`src/inc/ims_consts.svh`:
```
// timing and bit-slot constants for the two-wire controller
`ifndef IMS_CONSTS_SVH
`define IMS_CONSTS_SVH
`define IMS_LOW_UNITS    4'd6
`define IMS_HIGH_UNITS   4'd4
`define IMS_PHASE_LAST   (`IMS_LOW_UNITS + `IMS_HIGH_UNITS - 4'd1)
`define IMS_DRIVE_FIRST  4'd2
`define IMS_DRIVE_LAST   4'd5
`define IMS_SAMPLE_PH    4'd8
`define IMS_ACK_BIT      4'd8
`define IMS_LAST_DATA    4'd7
`define IMS_TPR_STD      8'h7c
`define IMS_TPR_FAST     8'h1f
`endif

```
`src/inc/ims_pkg.sv`:
```
// state types of the two-wire controller
package ims_pkg;
   typedef enum logic [2:0]
   {
      M_IDLE  = 3'b000,
      M_START = 3'b001,
      M_BYTE  = 3'b010,
      M_HOLD  = 3'b011,
      M_STOP  = 3'b100,
      M_ARB   = 3'b101
   } ims_mst_t;
   typedef enum logic [2:0]
   {
      S_IDLE   = 3'b000,
      S_ADDR   = 3'b001,
      S_RX     = 3'b010,
      S_TXWAIT = 3'b011,
      S_TX     = 3'b100
   } ims_slv_t;
endpackage

```
`src/core/ims_ctrl.sv`:
```
// two-wire bus controller with concurrent master and slave functions
`timescale 1ns/1ps
`include "ims_consts.svh"
module ims_ctrl
(
   input  wire logic       clk_sys,
   input  wire logic       rst,
   input  wire logic       scl_in,
   input  wire logic       sda_in,
   output logic            scl_out,
   output logic            scl_oe,
   output logic            sda_out,
   output logic            sda_oe,
   input  wire logic       m_go,
   input  wire logic       m_start,
   input  wire logic       m_stop,
   input  wire logic [6:0] m_addr,
   input  wire logic       m_rw,
   input  wire logic [7:0] m_wdata,
   input  wire logic [7:0] m_tpr,
   output logic            m_busy,
   output logic [7:0]      m_rdata,
   output logic            m_error,
   output logic            m_arb_lost,
   output logic            m_irq,
   output logic            bus_busy,
   input  wire logic       s_enable,
   input  wire logic [6:0] s_own_addr,
   input  wire logic       s_tx_load,
   input  wire logic [7:0] s_wdata,
   output logic [7:0]      s_rdata,
   output logic            s_rx_valid,
   output logic            s_first,
   output logic            s_tx_req,
   output logic            s_irq
);
   //---------------------------------------------
   // declarations
   //---------------------------------------------
   logic             scl_m_r, scl_s_r, scl_d_r;
   logic             sda_m_r, sda_s_r, sda_d_r;
   logic             start_det, stop_det, scl_rise, scl_fall;
   logic             bus_ok;
   ims_pkg::ims_mst_t m_st_r;
   logic [8:0]       pre_r;
   logic [3:0]       ph_r;
   logic [3:0]       mb_r;
   logic [7:0]       msh_r;
   logic             run, freeze, tick, tx_bit, sda_upd;
   logic             own_r, addr_ph_r, rw_r, stop_r;
   logic             samp_r, nack_r;
   logic             m_sda_want, m_sda_low_r, m_scl_low;
   ims_pkg::ims_slv_t s_st_r;
   logic [7:0]       ssh_r;
   logic [3:0]       sb_r;
   logic             s_ack_r, s_rw_r, s_nack_r, s_fpend_r;
   logic             s_sda_low, s_scl_low;
   logic             s_lead_r;

   //---------------------------------------------
   // line synchronisers and condition detect
   //---------------------------------------------
   always_ff @(posedge clk_sys or posedge rst)
   begin
      if (rst)
      begin
         {scl_m_r, scl_s_r, scl_d_r} <= 3'h7;
         {sda_m_r, sda_s_r, sda_d_r} <= 3'h7;
      end
      else
      begin
         {scl_m_r, scl_s_r, scl_d_r} <= {scl_in, scl_m_r, scl_s_r};
         {sda_m_r, sda_s_r, sda_d_r} <= {sda_in, sda_m_r, sda_s_r};
      end
   end

   // clock must be high on both samples so a data edge near scl edges
   // is not mistaken for a condition
   assign start_det = scl_s_r & scl_d_r & sda_d_r & ~sda_s_r;
   assign stop_det  = scl_s_r & scl_d_r & ~sda_d_r & sda_s_r;
   assign scl_rise  = scl_s_r & ~scl_d_r;
   assign scl_fall  = ~scl_s_r & scl_d_r;
   assign bus_ok    = ~bus_busy & scl_s_r & sda_s_r;

   always_ff @(posedge clk_sys or posedge rst)
   begin
      if (rst)
         bus_busy <= 1'b0;
      else if (start_det)
         bus_busy <= 1'b1;
      else if (stop_det)
         bus_busy <= 1'b0;
   end

   //---------------------------------------------
   // master clock generator
   //---------------------------------------------
   assign run = (m_st_r == ims_pkg::M_START) ||
                (m_st_r == ims_pkg::M_BYTE) ||
                (m_st_r == ims_pkg::M_STOP);
   // high phase waits for the released line: stretching by a slave or
   // a slower master simply extends the unit
   assign freeze = (ph_r >= `IMS_LOW_UNITS && !scl_s_r) ||
                   (m_st_r == ims_pkg::M_START && !own_r &&
                    ph_r < `IMS_SAMPLE_PH && !bus_ok);
   assign tick = run && !freeze && (pre_r == {m_tpr, 1'b1});

   always_ff @(posedge clk_sys or posedge rst)
   begin
      if (rst)
         pre_r <= 9'h000;
      else if (!run || tick)
         pre_r <= 9'h000;
      else if (!freeze)
         pre_r <= pre_r + 9'h001;
   end

   always_ff @(posedge clk_sys or posedge rst)
   begin
      if (rst)
         ph_r <= 4'h0;
      else if (!run)
         ph_r <= 4'h0;
      else if (tick)
         ph_r <= (ph_r == `IMS_PHASE_LAST) ? 4'h0 : ph_r + 4'h1;
   end

   //---------------------------------------------
   // master sequencer
   //---------------------------------------------
   assign tx_bit = addr_ph_r | ~rw_r;

   always_ff @(posedge clk_sys or posedge rst)
   begin
      if (rst)
      begin
         m_st_r     <= ims_pkg::M_IDLE;
         mb_r       <= 4'h0;
         msh_r      <= 8'h00;
         own_r      <= 1'b0;
         addr_ph_r  <= 1'b0;
         rw_r       <= 1'b0;
         stop_r     <= 1'b0;
         samp_r     <= 1'b0;
         nack_r     <= 1'b0;
         m_busy     <= 1'b0;
         m_rdata    <= 8'h00;
         m_error    <= 1'b0;
         m_arb_lost <= 1'b0;
         m_irq      <= 1'b0;
      end
      else
      begin
         m_irq <= 1'b0;
         case (m_st_r)
            ims_pkg::M_IDLE, ims_pkg::M_HOLD:
            begin
               if (!own_r)
                  m_st_r <= ims_pkg::M_IDLE;
               if (m_go && (m_start || own_r))
               begin
                  m_busy     <= 1'b1;
                  m_error    <= 1'b0;
                  m_arb_lost <= 1'b0;
                  stop_r     <= m_stop;
                  mb_r       <= 4'h0;
                  if (m_start)
                  begin
                     // repeated start keeps ownership
                     m_st_r    <= ims_pkg::M_START;
                     addr_ph_r <= 1'b1;
                     rw_r      <= m_rw;
                     msh_r     <= {m_addr, m_rw};
                  end
                  else
                  begin
                     m_st_r    <= ims_pkg::M_BYTE;
                     addr_ph_r <= 1'b0;
                     msh_r     <= m_wdata;
                  end
               end
            end
            ims_pkg::M_START:
            begin
               if (tick && ph_r == `IMS_SAMPLE_PH - 4'h1)
                  own_r <= 1'b1;
               if (tick && ph_r == `IMS_PHASE_LAST)
                  m_st_r <= ims_pkg::M_BYTE;
            end
            ims_pkg::M_BYTE:
            begin
               if (tick && ph_r == `IMS_SAMPLE_PH)
               begin
                  samp_r <= sda_s_r;
                  if (mb_r == `IMS_ACK_BIT)
                     nack_r <= sda_s_r;
                  else if (tx_bit && msh_r[7] && !sda_s_r)
                  begin
                     m_st_r     <= ims_pkg::M_ARB;
                     m_arb_lost <= 1'b1;
                     m_error    <= 1'b1;
                     own_r      <= 1'b0;
                  end
               end
               if (tick && ph_r == `IMS_PHASE_LAST)
               begin
                  if (mb_r != `IMS_ACK_BIT)
                  begin
                     msh_r <= {msh_r[6:0], samp_r};
                     mb_r  <= mb_r + 4'h1;
                  end
                  else if (tx_bit && nack_r)
                  begin
                     m_st_r  <= ims_pkg::M_STOP;
                     m_error <= 1'b1;
                  end
                  else if (addr_ph_r)
                  begin
                     addr_ph_r <= 1'b0;
                     mb_r      <= 4'h0;
                     msh_r     <= m_wdata;
                  end
                  else
                  begin
                     m_rdata <= msh_r;
                     if (stop_r)
                        m_st_r <= ims_pkg::M_STOP;
                     else
                     begin
                        m_st_r <= ims_pkg::M_HOLD;
                        m_busy <= 1'b0;
                        m_irq  <= 1'b1;
                     end
                  end
               end
            end
            ims_pkg::M_STOP:
            begin
               if (tick && ph_r == `IMS_PHASE_LAST)
               begin
                  m_st_r <= ims_pkg::M_IDLE;
                  own_r  <= 1'b0;
                  m_busy <= 1'b0;
                  m_irq  <= 1'b1;
               end
            end
            ims_pkg::M_ARB:
            begin
               if (!bus_busy)
               begin
                  m_st_r <= ims_pkg::M_IDLE;
                  m_busy <= 1'b0;
                  m_irq  <= 1'b1;
               end
            end
            default:
               m_st_r <= ims_pkg::M_IDLE;
         endcase
      end
   end

   //---------------------------------------------
   // master line drive
   //---------------------------------------------
   always_comb
   begin
      m_sda_want = 1'b0;
      m_scl_low  = 1'b0;
      case (m_st_r)
         ims_pkg::M_START:
         begin
            m_sda_want = (ph_r >= `IMS_SAMPLE_PH);
            m_scl_low  = own_r && (ph_r < `IMS_LOW_UNITS);
         end
         ims_pkg::M_BYTE:
         begin
            if (mb_r == `IMS_ACK_BIT)
               m_sda_want = ~tx_bit & ~stop_r;
            else
               m_sda_want = tx_bit & ~msh_r[7];
            m_scl_low = (ph_r < `IMS_LOW_UNITS);
         end
         ims_pkg::M_STOP:
         begin
            m_sda_want = (ph_r < `IMS_SAMPLE_PH);
            m_scl_low  = (ph_r < `IMS_LOW_UNITS);
         end
         ims_pkg::M_HOLD:
            m_scl_low = 1'b1;
         default:
            m_scl_low = 1'b0;
      endcase
   end

   // data may move only mid-low, at the start and stop edges, or while the sequencer is not running;
   // gives clear margin after the registered scl fall
   assign sda_upd = !run ||
                    (ph_r >= `IMS_DRIVE_FIRST && ph_r <= `IMS_DRIVE_LAST) ||
                    (ph_r >= `IMS_SAMPLE_PH && m_st_r != ims_pkg::M_BYTE);

   always_ff @(posedge clk_sys or posedge rst)
   begin
      if (rst)
         m_sda_low_r <= 1'b0;
      else if (sda_upd)
         m_sda_low_r <= m_sda_want;
   end

   //---------------------------------------------
   // slave
   //---------------------------------------------
   assign s_sda_low = ((s_st_r == ims_pkg::S_ADDR ||
                        s_st_r == ims_pkg::S_RX) &&
                       sb_r == `IMS_ACK_BIT && s_ack_r) ||
                      (s_st_r == ims_pkg::S_TX &&
                       sb_r != `IMS_ACK_BIT && ~ssh_r[7]);
   // clock held one cycle past the load so the first bit settles first
   assign s_scl_low = (s_st_r == ims_pkg::S_TXWAIT) || s_lead_r;

   // slave runs from bus samples only, never from master state
   always_ff @(posedge clk_sys or posedge rst)
   begin
      if (rst)
      begin
         s_st_r     <= ims_pkg::S_IDLE;
         ssh_r      <= 8'h00;
         sb_r       <= 4'h0;
         s_ack_r    <= 1'b0;
         s_rw_r     <= 1'b0;
         s_nack_r   <= 1'b0;
         s_fpend_r  <= 1'b0;
         s_lead_r   <= 1'b0;
         s_rdata    <= 8'h00;
         s_rx_valid <= 1'b0;
         s_first    <= 1'b0;
         s_tx_req   <= 1'b0;
         s_irq      <= 1'b0;
      end
      else
      begin
         s_rx_valid <= 1'b0;
         s_tx_req   <= 1'b0;
         s_irq      <= 1'b0;
         s_lead_r   <= 1'b0;
         if (start_det)
         begin
            s_st_r  <= s_enable ? ims_pkg::S_ADDR : ims_pkg::S_IDLE;
            // the clock fall after a start opens bit 7, so count from -1
            sb_r    <= 4'hf;
            s_ack_r <= 1'b0;
         end
         else if (stop_det)
         begin
            s_st_r  <= ims_pkg::S_IDLE;
            s_ack_r <= 1'b0;
         end
         else
         begin
            case (s_st_r)
               ims_pkg::S_ADDR, ims_pkg::S_RX:
               begin
                  if (scl_rise && sb_r != `IMS_ACK_BIT)
                     ssh_r <= {ssh_r[6:0], sda_s_r};
                  if (scl_fall)
                  begin
                     if (sb_r == `IMS_LAST_DATA)
                     begin
                        sb_r <= `IMS_ACK_BIT;
                        if (s_st_r == ims_pkg::S_ADDR)
                        begin
                           s_ack_r <= (ssh_r[7:1] == s_own_addr);
                           s_rw_r  <= ssh_r[0];
                        end
                        else
                        begin
                           s_ack_r    <= 1'b1;
                           s_rdata    <= ssh_r;
                           s_rx_valid <= 1'b1;
                           s_first    <= s_fpend_r;
                           s_fpend_r  <= 1'b0;
                           s_irq      <= 1'b1;
                        end
                     end
                     else if (sb_r == `IMS_ACK_BIT)
                     begin
                        sb_r    <= 4'h0;
                        s_ack_r <= 1'b0;
                        if (s_st_r == ims_pkg::S_RX)
                           s_st_r <= ims_pkg::S_RX;
                        else if (!s_ack_r)
                           s_st_r <= ims_pkg::S_IDLE;
                        else if (s_rw_r)
                        begin
                           s_st_r   <= ims_pkg::S_TXWAIT;
                           s_tx_req <= 1'b1;
                           s_irq    <= 1'b1;
                        end
                        else
                        begin
                           s_st_r    <= ims_pkg::S_RX;
                           s_fpend_r <= 1'b1;
                        end
                     end
                     else
                        sb_r <= sb_r + 4'h1;
                  end
               end
               ims_pkg::S_TXWAIT:
               begin
                  // clock held low until software supplies a byte
                  if (s_tx_load)
                  begin
                     ssh_r  <= s_wdata;
                     sb_r   <= 4'h0;
                     s_st_r <= ims_pkg::S_TX;
                     s_lead_r <= 1'b1;
                  end
               end
               ims_pkg::S_TX:
               begin
                  if (scl_rise && sb_r == `IMS_ACK_BIT)
                     s_nack_r <= sda_s_r;
                  if (scl_fall)
                  begin
                     if (sb_r == `IMS_ACK_BIT)
                     begin
                        sb_r <= 4'h0;
                        if (s_nack_r)
                           s_st_r <= ims_pkg::S_IDLE;
                        else
                        begin
                           s_st_r   <= ims_pkg::S_TXWAIT;
                           s_tx_req <= 1'b1;
                           s_irq    <= 1'b1;
                        end
                     end
                     else
                     begin
                        ssh_r <= {ssh_r[6:0], 1'b1};
                        sb_r  <= sb_r + 4'h1;
                     end
                  end
               end
               default:
                  s_st_r <= ims_pkg::S_IDLE;
            endcase
         end
      end
   end

   //---------------------------------------------
   // pads: open drain, low only
   //---------------------------------------------
   always_ff @(posedge clk_sys or posedge rst)
   begin
      if (rst)
      begin
         scl_oe  <= 1'b0;
         sda_oe  <= 1'b0;
         scl_out <= 1'b0;
         sda_out <= 1'b0;
      end
      else
      begin
         scl_oe  <= m_scl_low | s_scl_low;
         sda_oe  <= m_sda_low_r | s_sda_low;
         scl_out <= 1'b0;
         sda_out <= 1'b0;
      end
   end
endmodule

```
`config.mk`:
```
export PLATFORM = sky130hd
export DESIGN_NAME = ims_ctrl
export DESIGN_NICKNAME = d
export VERILOG_FILES = /design/src/inc/ims_pkg.sv /design/src/core/ims_ctrl.sv
export VERILOG_INCLUDE_DIRS = /design/src /design/src/inc
export SDC_FILE = /design/constraint.sdc
export NUM_CORES = 1
export LEC_CHECK = 0
export BUFFER_PORTS_ARGS = -buffer_cell sky130_fd_sc_hd__buf_4
export CAP_MARGIN = 15
export CORE_UTILIZATION = 30
export DETAILED_ROUTE_END_ITERATION = 12
export HOLD_SLACK_MARGIN = 0.15
export SLEW_MARGIN = 10
export SYNTH_ARGS = -nofsm -noshare
export SYNTH_HDL_FRONTEND = slang
export SYNTH_SLANG_ARGS = --single-unit
```
`constraint.sdc`:
```
create_clock -name clk_sys -period 2.9 [get_ports clk_sys]
set_input_delay 0.145 -clock clk_sys [delete_from_list [all_inputs] [get_ports clk_sys]]
set_output_delay 0.145 -clock clk_sys [all_outputs]
set_load 0.01 [all_outputs]
```
# Yosys cells after proc, flatten, opt, wreduce, memory -nomap -nowiden
# Index checks and enable logic that the tools add are counted.
totals:
  inputBits: 48
  register_bits: 88
  elab_cells: 352
  output_inout_bits: 29
op_classes:
  addsub: 4
  n_mux: 145
  n_bitwise: 30
  reduce_logical: 73
  order_cmp: 6
  n_eq_ne: 55
ops:
  columns: ["cell", "count"]
  rows:
  - ["$mux 8", 10]
  - ["$mux 1", 77]
  - ["$mux 3", 21]
  - ["$mux 4", 15]
  - ["$ne 4x4->1 const B", 8]
  - ["$ne 2x2->1 const B", 13]
  - ["$reduce_and 5->1", 5]
  - ["$pmux 8 s3", 1]
  - ["$reduce_and 6->1", 4]
  - ["$logic_and 1x1->1", 22]
  - ["$ne 2x1->1 const B", 10]
  - ["$mux 9", 2]
  - ["$reduce_and 9->1", 2]
  - ["$eq 4x4->1 const B", 4]
  - ["$not 1->1", 16]
  - ["$pmux 8 s2", 1]
  - ["$ne 3x3->1 const B", 5]
  - ["$pmux 3 s5", 1]
  - ["$add 4x1->4 const B", 3]
  - ["$eq 3x2->1 const B", 4]
  - ["$pmux 1 s3", 4]
  - ["$pmux 4 s3", 1]
  - ["$reduce_bool 3->1", 4]
  - ["$reduce_bool 4->1", 3]
  - ["other kinds (29)", 77]

# Depth between registers and ports, before layout
# Gate-level depths: netlist of run 1.
depth:
  word_depth: 16
  ltp_mapped: 10
  depth_no_buf: 8

# Least setup slack after synthesis of run 1
# Ideal clock, no wire load.
synth_timing:
  path_kind: "register to register"
  from: "reg sda_s_r"
  to: "reg m_rdata[0]"
  slack_ps: 546
  synth_period_minus_slack_ps: 2354
  required_ps: 2775
  stages_incl_launch_ff: 8
  setup_ps: 125
  t_arrival_ps: 2229
  path_cell_list: "dfstp_2 buf_2 nor2b_1 o41ai_4 a2111oi_4 nand2_2 nor4_4 mux2_2"
synth_between:
  elab_chain_len: 9
synth_rtl:
  columns: ["item", "line", "rtl"]
  rows:
  - ["start: declaration", "ims_ctrl.sv:41", "logic sda_m_r, sda_s_r, sda_d_r;"]
  - ["start signal: assignment", "ims_ctrl.sv:73", "{sda_m_r, sda_s_r, sda_d_r} <= {sda_in, sda_m_r, sda_s_r};"]
  - ["$and 1x1->1", "ims_ctrl.sv:83", "assign bus_ok = ~bus_busy & scl_s_r & sda_s_r;"]
  - ["$logic_not 1->1", "ims_ctrl.sv:105", "ph_r < `IMS_SAMPLE_PH && !bus_ok);"]
  - ["$logic_and 1x1->1", "ims_ctrl.sv:104", "(m_st_r == ims_pkg::M_START && !own_r &&"]
  - ["$logic_or 1x1->1", "ims_ctrl.sv:103", "assign freeze = (ph_r >= `IMS_LOW_UNITS && !scl_s_r) ||"]
  - ["$logic_not 1->1", null, null]
  - ["$logic_and 1x1->1 (2 in series)", "ims_ctrl.sv:106", "assign tick = run && !freeze && (pre_r == {m_tpr, 1'b1});"]
  - ["$logic_and 1x1->1 (no line)", null, null]
  - ["$reduce_and 5->1 (no line)", null, null]
  - ["end signal: assignment", "ims_ctrl.sv:225", "m_rdata <= msh_r;"]
  - ["end: declaration", "ims_ctrl.sv:22", "output logic [7:0] m_rdata,"]
# No other way between the ends.
# A chain may end at the register's enable or synchronous reset.

# Final worst setup path of run 1
layout_timing:
  from: "reg m_st_r[0]"
  to: "reg m_rdata[0]"
layout_between:
  elab_chain_len: 10
layout_rtl:
  columns: ["item", "line", "rtl"]
  rows:
  - ["start: declaration", "ims_ctrl.sv:44", "ims_pkg::ims_mst_t m_st_r;"]
  - ["start signal: assignment", "ims_ctrl.sv:137", "m_st_r <= ims_pkg::M_IDLE;"]
  - ["start signal: assignment", "ims_ctrl.sv:159", "m_st_r <= ims_pkg::M_IDLE;"]
  - ["start signal: assignment", "ims_ctrl.sv:170", "m_st_r <= ims_pkg::M_START;"]
  - ["$eq 3x1->1", "ims_ctrl.sv:98, ims_ctrl.sv:104", null]
  - ["$logic_and 1x1->1", "ims_ctrl.sv:104", null]
  - ["$logic_and 1x1->1 (no line)", null, null]
  - ["$logic_and 1x1->1", "ims_ctrl.sv:104", null]
  - ["$logic_or 1x1->1", "ims_ctrl.sv:103", null]
  - ["$logic_not 1->1", null, null]
  - ["$logic_and 1x1->1 (2 in series)", "ims_ctrl.sv:106", null]
  - ["$logic_and 1x1->1 (no line)", null, null]
  - ["$reduce_and 5->1 (no line) *", null, null]
# Mark *: on every way between the ends. The rest lies on a longest branch, timed or not.

==> flow_summary.ini, run 1 <==
[outcome]
outcome = complete, no violations

[power]
comb_power_share = 0.243
clkPwrFrac = 0.344
leakage_nw = 2.78
max-vdd-ir-drop_uv = 353
power.density_nw_per_um2 = 616
power_mw = 3.75
p_int_mw = 2.53
power_switching_mw = 1.21
swShare = 0.324
sequentialPowerShare = 0.413

[worst_setup_path]
cp_cell_sequence = or3b_4, o41ai_4, a2111oi_4, nand2_2, nor4_4, buf_4, mux2_2
worstSetupStartpointType = register
r2r_start = m_st_r[0]
reg2reg_to = m_rdata[0]
critPathMaxFanout = 10
crit_required_ns = 3.13
cp_num_buf_inv = 1
rrSetupSlack_ns = 0.34
arrival_ns = 2.79
slowest_stage = a2111oi_4
rr_worst_depth = 7
max_stage_delay_ns = 0.60
end_kind = register
cpLargestDelayFamily = simple AND/OR/NAND/NOR gates
criticalPathCategory = reg2reg

[cts]
root_buffer = clkbuf_16
cts_resized = 0
ctsHtreeMaxLevel = 3
worstSkewPairLatency_ns = 0.35
cts_buffer_depth = 2
post_cts_buffers = 0
clk_pin_slew_ns = 0.07
clock-sinks = 88
cts_made_buffers = 9
cts_tree = built
ctsHoldBuffers = 22

[drt]
antenna_left = 0
wire_per_inst_um = 15.1
drtPass1Iterations = 4
route.detailed.drc = 0
drt_iter0_drc = 347
vias = 3950
vias_per_cell = 4.97
wl_um = 12000

[global_route]
grt_pass1_vias = 3972
grt_usage = 0.155
antenna_found_initial = 0
grt_max_degree = 40
grt-ovfl-total = 0
grt_pass1_wl_um = 20000

[die]
die_y_um = 128
start_util = 0.310
rows = 45
io_pins = 77
core_um2 = 15300
die_area_um2 = 16300
die_x_um = 128

[place]
port_buffers = 74
gp_congestion = 0.890
dp_hpwl_um = 8640

[logic_synthesis]
yosysWarnings = 0
postSynthCellCount = 481
yosysMostFrequentCell = dfrtp_1
yosys.area.top_type = dfrtp_1
syn_area_um2 = 4740
synth-edff-count = 0
synth_cell_types = 62
synth_area_per_cell_um2 = 9.86
synth_area_leaders = dfrtp_1, mux2_2, nand2_1
synthTopCellsByCount = dfrtp_1, nand2_1, mux2_2, nor2_1
synth_flop_cell = dfrtp_1
async_reset_ff_frac = 1.00
yosysSeqAreaShare = 0.466
ys_ff_latch = 88
yosysTopAreaCellShare = 0.433

[layout]
nets = 631
nFillCells = 1551
drive_gt1_frac = 0.256
area_growth_pct = 28.3
num_antenna_cells = 0

[sta]
tightestPinTransition_ns = 0.886
setup_viol = 0
drv_slew = 0
period_share = 0.883
period_needed_ns = 2.56
rsz0062_at_grt = no
hold_violations = 0
slew-limit-headroom = 0.409
fin_worst_skew_ns = 0.00998
fmax_ghz = 0.390
fin_setup_tns_ns = 0

[hold_path]
min_from = m_addr[2]
whs_endpoint = msh_r[3]
hold_path_depth = 4
min_path_type = in2reg

[flow_run]
drv_cap = 0
per-stage QoR:
| stage | utilization | hold WS, ns | instances | instance area, um2 | setup WS, ns |
|---|---|---|---|---|---|
| after floorplan | - | 0.149 | 482 | 4750 | 0.486 |
| after global placement | 0.362 | 0.257 | 756 | 5540 | 0.447 |
| after detailed placement | 0.362 | 0.257 | 756 | 5540 | 0.345 |
| after CTS | 0.397 | 0.167 | 794 | 6080 | 0.353 |
| after global routing | 0.397 | 0.194 | 794 | 6080 | 0.182 |
| final | 0.397 | 0.180 | 794 | 6080 | 0.338 |
layer usage:
metal / GRT usage / up-vias / part of all wire
met2: 0.258 / 89 / 0.49
li1: - / 1890 / -
met4: 0.0526 / 0 / 0.012
met1: 0.198 / 1960 / 0.46
met3: 0.0371 / 11 / 0.037
met5: 0 / - / 0
flip-flops by register name, indices dropped and copies added, names as in the netlist, 3 cells and up:
name,cells
s_rdata,8
ssh_r,8
s_st_r,3
m_rdata,8
sb_r,4
mb_r,4
m_st_r,3
pre_r,9
ph_r,4
msh_r,8
cell families after synthesis:
| kind of cell | synth area share |
|---|---|
| and+or+nand+nor | 0.185 |
| AOI/OAI and AO/OA | 0.155 |
| DFF | 0.466 |
| buffers and inverters | 0.0441 |
| muxes | 0.0805 |
| xor gates and xnor gates | 0.0554 |
| adders and majority gates | 0.0132 |
| other | 0.000791 |
worst max-delay path by stage:
stage | startpoint | to | slack, ns | depth (start not counted)
final | m_st_r[0] | m_rdata[0] | 0.34 | 7
after detailed placement | m_st_r[0] | m_rdata[5] | 0.35 | 7
after global routing | ph_r[3] | m_rdata[0] | 0.18 | 7
after floorplan | rst | addr_ph_r | 0.49 | 1
after global placement | sda_s_r | m_rdata[6] | 0.45 | 7
after CTS | m_st_r[0] | m_rdata[0] | 0.35 | 7
power groups by stage:
stage	clock network, mW	registers [mW]	logic [mW]
global placement	0	1.56	0.876
global route	1.38	1.57	1.02
floorplan	0	1.50	0.677
detailed placement	0	1.57	0.889
CTS	1.33	1.55	0.922
finish	1.29	1.55	0.912
placed cells by master, fill, tap and decap left out, types with 3 or more instances in the layout:
| master | n |
|---|---|
| a211oi_1 | 9 |
| a21oi_1 | 20 |
| a22o_1 | 8 |
| a31oi_1 | 6 |
| and2_1 | 4 |
| and3_1 | 4 |
| and3b_1 | 3 |
| buf_4 | 85 |
| clkbuf_16 | 9 |
| dfrtp_1 | 82 |
| dfstp_2 | 6 |
| dlygate4sd3_1 | 22 |
| ha_1 | 5 |
| inv_1 | 25 |
| mux2_2 | 33 |
| nand2_1 | 52 |
| nand2b_1 | 6 |
| nand3_1 | 12 |
| nand3b_1 | 7 |
| nand4_1 | 10 |
| nand4b_1 | 3 |
| nor2_1 | 33 |
| nor2b_1 | 13 |
| nor3_1 | 9 |
| nor3b_1 | 4 |
| o211ai_1 | 6 |
| o21ai_0 | 26 |
| o22ai_1 | 3 |
| o31ai_1 | 4 |
| xnor2_1 | 20 |
| xor2_1 | 10 |
worst register-to-register path, stage by stage, from the launching register on:
cell       delay [ns]
dfrtp_1          0.48
or3b_4           0.31
o41ai_4          0.10
a2111oi_4        0.60
nand2_2          0.22
nor4_4           0.18
buf_4            0.21
mux2_2           0.35
layout make-up:
cell class / count / area (um2) / share of cell area
Clock buffer: 9 / 225 / 0.0370
Clock inverter: 7 / 101 / 0.0167
Tap cell: 211 / 264 / 0.0434
Inverter: 26 / 98.8 / 0.0162
Sequential cell: 88 / 2210 / 0.363
Timing Repair Buffer: 107 / 858 / 0.141
Multi-Input combinational cell: 346 / 2330 / 0.382
Note: power is estimated with default switching activity, not from simulation.
==> run 2, diff against run 1 <==
- MAX_ROUTING_LAYER: unset -> met4
==> run 2 against run 1 <==
  * Clock power is 16% lower
  * Worst hold slack worse by 0.0097 ns
  * Non-clock buffer count is 4 higher
==> flow_summary.ini, run 2 (synthesized netlist as in run 1, its figures left out) <==
[power]
max-vdd-ir-drop_uv = 250
leakage_nw = 2.77
sequentialPowerShare = 0.440
swShare = 0.330
p_int_mw = 2.37
power.density_nw_per_um2 = 584
comb_power_share = 0.254
power_switching_mw = 1.17
clkPwrFrac = 0.306

[worst_setup_path]
cp-startpoint = m_st_r[1]
worstSetupStartpointType = register
critPathMaxFanout = 11
rr_worst_depth = 8
criticalPathCategory = reg2reg
worstSetupEndpoint = m_rdata[6]
rrSetupSlack_ns = 0.43
r2r_start = m_st_r[1]
end_kind = register
reg2reg_to = m_rdata[6]
arrival_ns = 2.70
crit_required_ns = 3.13

[sta]
setup_viol = 0
fin_setup_tns_ns = 0
period_share = 0.853
fin_worst_skew_ns = 0.00773
slew-limit-headroom = 0.435
drv_slew = 0
tightestPinTransition_ns = 0.847
period_needed_ns = 2.47
fmax_ghz = 0.404
rsz0062_at_grt = no
hold_violations = 0

[drt]
drt_iter0_drc = 310
vias_per_cell = 4.91
drtPass1Iterations = 5
highest_layer = met4
vias = 3910
wl_um = 11800
drt-met1-wl_um = 5360
dr_wl_met3_um = 482
antenna_left = 0
route.detailed.drc = 0
dr_wl_met2_um = 5760
wire_per_inst_um = 14.7

[cts]
clk_pin_slew_ns = 0.07
cts_tree = built
ctsHoldBuffers = 22
root_buffer = clkbuf_16
post_cts_buffers = 0
clock-sinks = 88
ctsHtreeMaxLevel = 3
worstSkewPairLatency_ns = 0.35
cts_made_buffers = 9
cts_resized = 0
cts_buffer_depth = 2

[layout]
num_antenna_cells = 0
largest-register = pre_r
final_cell_mix = buf_4, dfrtp_1, nand2_1, nor2_1, mux2_2
nets = 635
nFillCells = 1549
largest_reg_flops = 9
post-route-util = 0.396
final_common_cell = buf_4
drive_gt1_frac = 0.259
area_growth_pct = 27.8

[global_route]
grt-ovfl-total = 0
antenna_found_initial = 0
grt_pass1_wl_um = 19400
grt_pass1_vias = 3820
grt_max_degree = 41
grt_usage = 0.155

[die]
core_um2 = 15300
die_x_um = 128
start_util = 0.310
die_y_um = 128
io_pins = 77
die_area_um2 = 16300
rows = 45

[place]
dp_hpwl_um = 8630
port_buffers = 74
gp_congestion = 0.881

[outcome]
outcome = complete, no violations

[hold_path]
min_path_type = in2reg

[flow_run]
drv_cap = 0
run 2: metrics by stage:
step | total power, mW | worst slack [ns] | hold WS (ns) | cells | cell area, um2
2_1_floorplan | 2.17 | 0.486 | 0.149 | 482 | 4750
3_5_place_dp | 2.46 | 0.444 | 0.260 | 760 | 5570
6_report | 3.54 | 0.427 | 0.170 | 797 | 6060
3_3_place_gp | 2.43 | 0.516 | 0.256 | 760 | 5570
4_1_cts | 3.59 | 0.425 | 0.158 | 797 | 6060
5_1_grt | 3.77 | 0.301 | 0.178 | 797 | 6060
run 2: layer usage:
layer	GRT usage	up-vias
li1	-	1897
met1	0.193	1916
met2	0.250	86
met3	0.0409	11
met4	0.0408	0
met5	-	-
run 2: final cells by class:
class / count / area (um2) / area share
multi-input combinational: 346 / 2330 / 0.384
sequential: 88 / 2210 / 0.365
timing repair buffer: 111 / 888 / 0.147
tap: 211 / 264 / 0.0436
clock buffer: 10 / 239 / 0.0394
inverter: 26 / 98.8 / 0.0163
clock inverter: 5 / 33.8 / 0.00557
run 2: worst min path at each step:
stage                         start       end  slack (ns)  cells past startpoint
after detailed placement     scl_in   scl_m_r        0.26                      1
after global routing      m_addr[3]  msh_r[4]        0.18                      4
after global placement          rst     s_irq        0.26                      2
after floorplan              scl_in   scl_m_r        0.15                      0
final                     m_addr[0]  msh_r[1]        0.17                      4
after CTS                 m_addr[0]  msh_r[1]        0.16                      4
run 2: critical path, stage by stage, from the launching register on:
cell and delay (ns):
dfrtp_1 0.50, or3b_4 0.45, o41ai_4 0.40, a2111oi_4 0.12
buf_4 0.20, nand2_2 0.15, nor4_4 0.05, buf_4 0.20
mux2_2 0.28
run 2: power groups by stage:
stage / combinational [mW] / clock, mW / sequential (mW)
floorplan: 0.677 / 0 / 1.50
global placement: 0.864 / 0 / 1.57
detailed placement: 0.882 / 0 / 1.57
CTS: 0.908 / 1.13 / 1.56
global route: 1.02 / 1.17 / 1.58
finish: 0.899 / 1.08 / 1.56
==> run 3, diff against run 2 <==
- clock period: 2.9 -> 2.15 ns (I/O delays scaled with it)
==> run 3 against run 2 <==
  * Global-route usage is 0.56 points higher
  * Register-to-register slack worse by 0.45 ns
  * The run now ends with setup timing left
  * Highest routed layer unchanged
  * Sequential cell count is the same
  * Non-clock buffer count is 49 higher
  * Fmax increased by 14%
  * Power increased by 49%
==> flow_summary.ini, run 3 (synthesized netlist as in run 1, its figures left out) <==
[outcome]
outcome = finished, violations left
violations = setup timing

[cts]
root_buffer = clkbuf_16
clk_pin_slew_ns = 0.06
ctsHtreeMaxLevel = 3
cts_tree = built
worstSkewPairLatency_ns = 0.35
cts_made_buffers = 9
clock-sinks = 88
cts_buffer_depth = 2

[sta]
period_share = 1.01
hold_violations = 0
setup_viol = 7
fmax_ghz = 0.461
fin_hold_ws_ns = 0.156
tightestPinTransition_ns = 0.658
worst_slack_ns = -0.0206
period_needed_ns = 2.17
fin_worst_skew_ns = 0.00641
drv_slew = 0
rsz0062_at_grt = yes
slew-limit-headroom = 0.560

[die]
core_um2 = 15300
die_y_um = 128
rows = 45
die_x_um = 128
io_pins = 77
start_util = 0.310
die_area_um2 = 16300

[worst_setup_path]
end_kind = register
arrival_ns = 2.40
reg2reg_to = m_rdata[7]
criticalPathCategory = reg2reg
crit_required_ns = 2.38
critPathMaxFanout = 8
rr_worst_depth = 7
r2r_start = sda_s_r
worstSetupStartpointType = register
rrSetupSlack_ns = -0.02

[place]
dp_hpwl_um = 8960
gp_congestion = 0.858
port_buffers = 74
dp.cells = 800

[global_route]
grt-ovfl-total = 0
grt_pass1_vias = 4177
grt_usage = 0.161
antenna_found_initial = 0
grt_max_degree = 36
grt_pass1_wl_um = 20100

[hold_path]
whs_endpoint = msh_r[5]
min_path_type = in2reg
min_from = m_addr[4]
hold_path_depth = 4

[layout]
drive_gt1_frac = 0.340
multi_input_area_um2 = 2440
largest_reg_flops = 9
largest-register = pre_r
final_common_cell = buf_4
num_antenna_cells = 0
layout.cells.non_filler = 847
nets = 684
nFillCells = 1503
area_growth_pct = 40.4
final_cell_mix = buf_4, dfrtp_1, nand2_1, nor2_1, mux2_2
regArea_um2 = 2210

[power]
power_mw = 5.29
power.density_nw_per_um2 = 794
leakage_nw = 3.08
max-vdd-ir-drop_uv = 400

[drt]
antenna_left = 0
drtPass1Iterations = 5
drt_iter0_drc = 249
wire_per_inst_um = 14.4
vias = 4091
route.detailed.drc = 0
vias_per_cell = 4.83
wl_um = 12200

[flow_run]
drv_cap = 0
-- run 3: cell count changes in the layout (fill, tap and decap cells not counted), sizes merged --
cell and delta:
dlygate4sd3 +5, buf +44, clkinv -2, bufinv +2, clkbuf +1
-- run 3: worst max path at each step --
stage	depth (start not counted)	start	to	slack [ns]
finish	7	sda_s_r	m_rdata[7]	-0.02
global route	7	sda_s_r	m_rdata[7]	-0.14
CTS	7	sda_s_r	m_rdata[6]	-0.02
detailed placement	7	pre_r[7]	m_rdata[6]	-0.12
global placement	7	pre_r[7]	m_rdata[5]	-0.08
floorplan	7	sda_s_r	m_rdata[1]	-0.12
-- run 3: power breakdown --
group	total (mW)	leakage, nW	switching, mW	internal, mW
clock	1.66	0.150	0.639	1.02
sequential	2.04	1.14	0.179	1.86
combinational	1.59	1.79	0.845	0.745
-- run 3: per-stage QoR --
step | cell area, um2 | worst slack, ns | util | setup TNS, ns
3_3_place_gp | 5950 | -0.0790 | 0.388 | -0.653
3_5_place_dp | 5950 | -0.117 | 0.388 | -1.25
6_report | 6660 | -0.0206 | 0.435 | -0.102
2_1_floorplan | 4790 | -0.122 | - | -0.929
5_1_grt | 6660 | -0.135 | 0.435 | -1.95
4_1_cts | 6550 | -0.0238 | 0.428 | -0.125
-- run 3: cell type report --
cell class / count / share of cell area
Sequential cell: 88 / 0.332
Tap cell: 211 / 0.0397
Timing Repair Buffer: 160 / 0.199
Clock inverter: 5 / 0.0122
Clock buffer: 11 / 0.0350
Inverter: 26 / 0.0152
Multi-Input combinational cell: 346 / 0.367
-- run 3: timing repair --
action,4_1_cts,5_1_grt
endpoints found under the setup margin,24,42
buffers inserted,0,4
hold buffers,27,0
pin swaps,4,2
endpoints found under the hold margin,43,0
resized for setup,5,22
-- run 3: worst max-delay path: stages (launching register included) --
cell,delay (ns)
dfstp_2,0.53
nor2b_4,0.15
o41ai_4,0.10
a2111oi_4,0.46
nand2_2,0.13
nor4_4,0.17
buf_6,0.18
mux2_2,0.34
-- run 3: layer usage --
metal / part of all wire / vias up / GRT usage
li1: - / 1996 / -
met1: 0.44 / 1988 / 0.192
met2: 0.51 / 89 / 0.270
met3: 0.038 / 18 / 0.0384
met4: 0.013 / 0 / 0.0464
met5: 0 / - / -
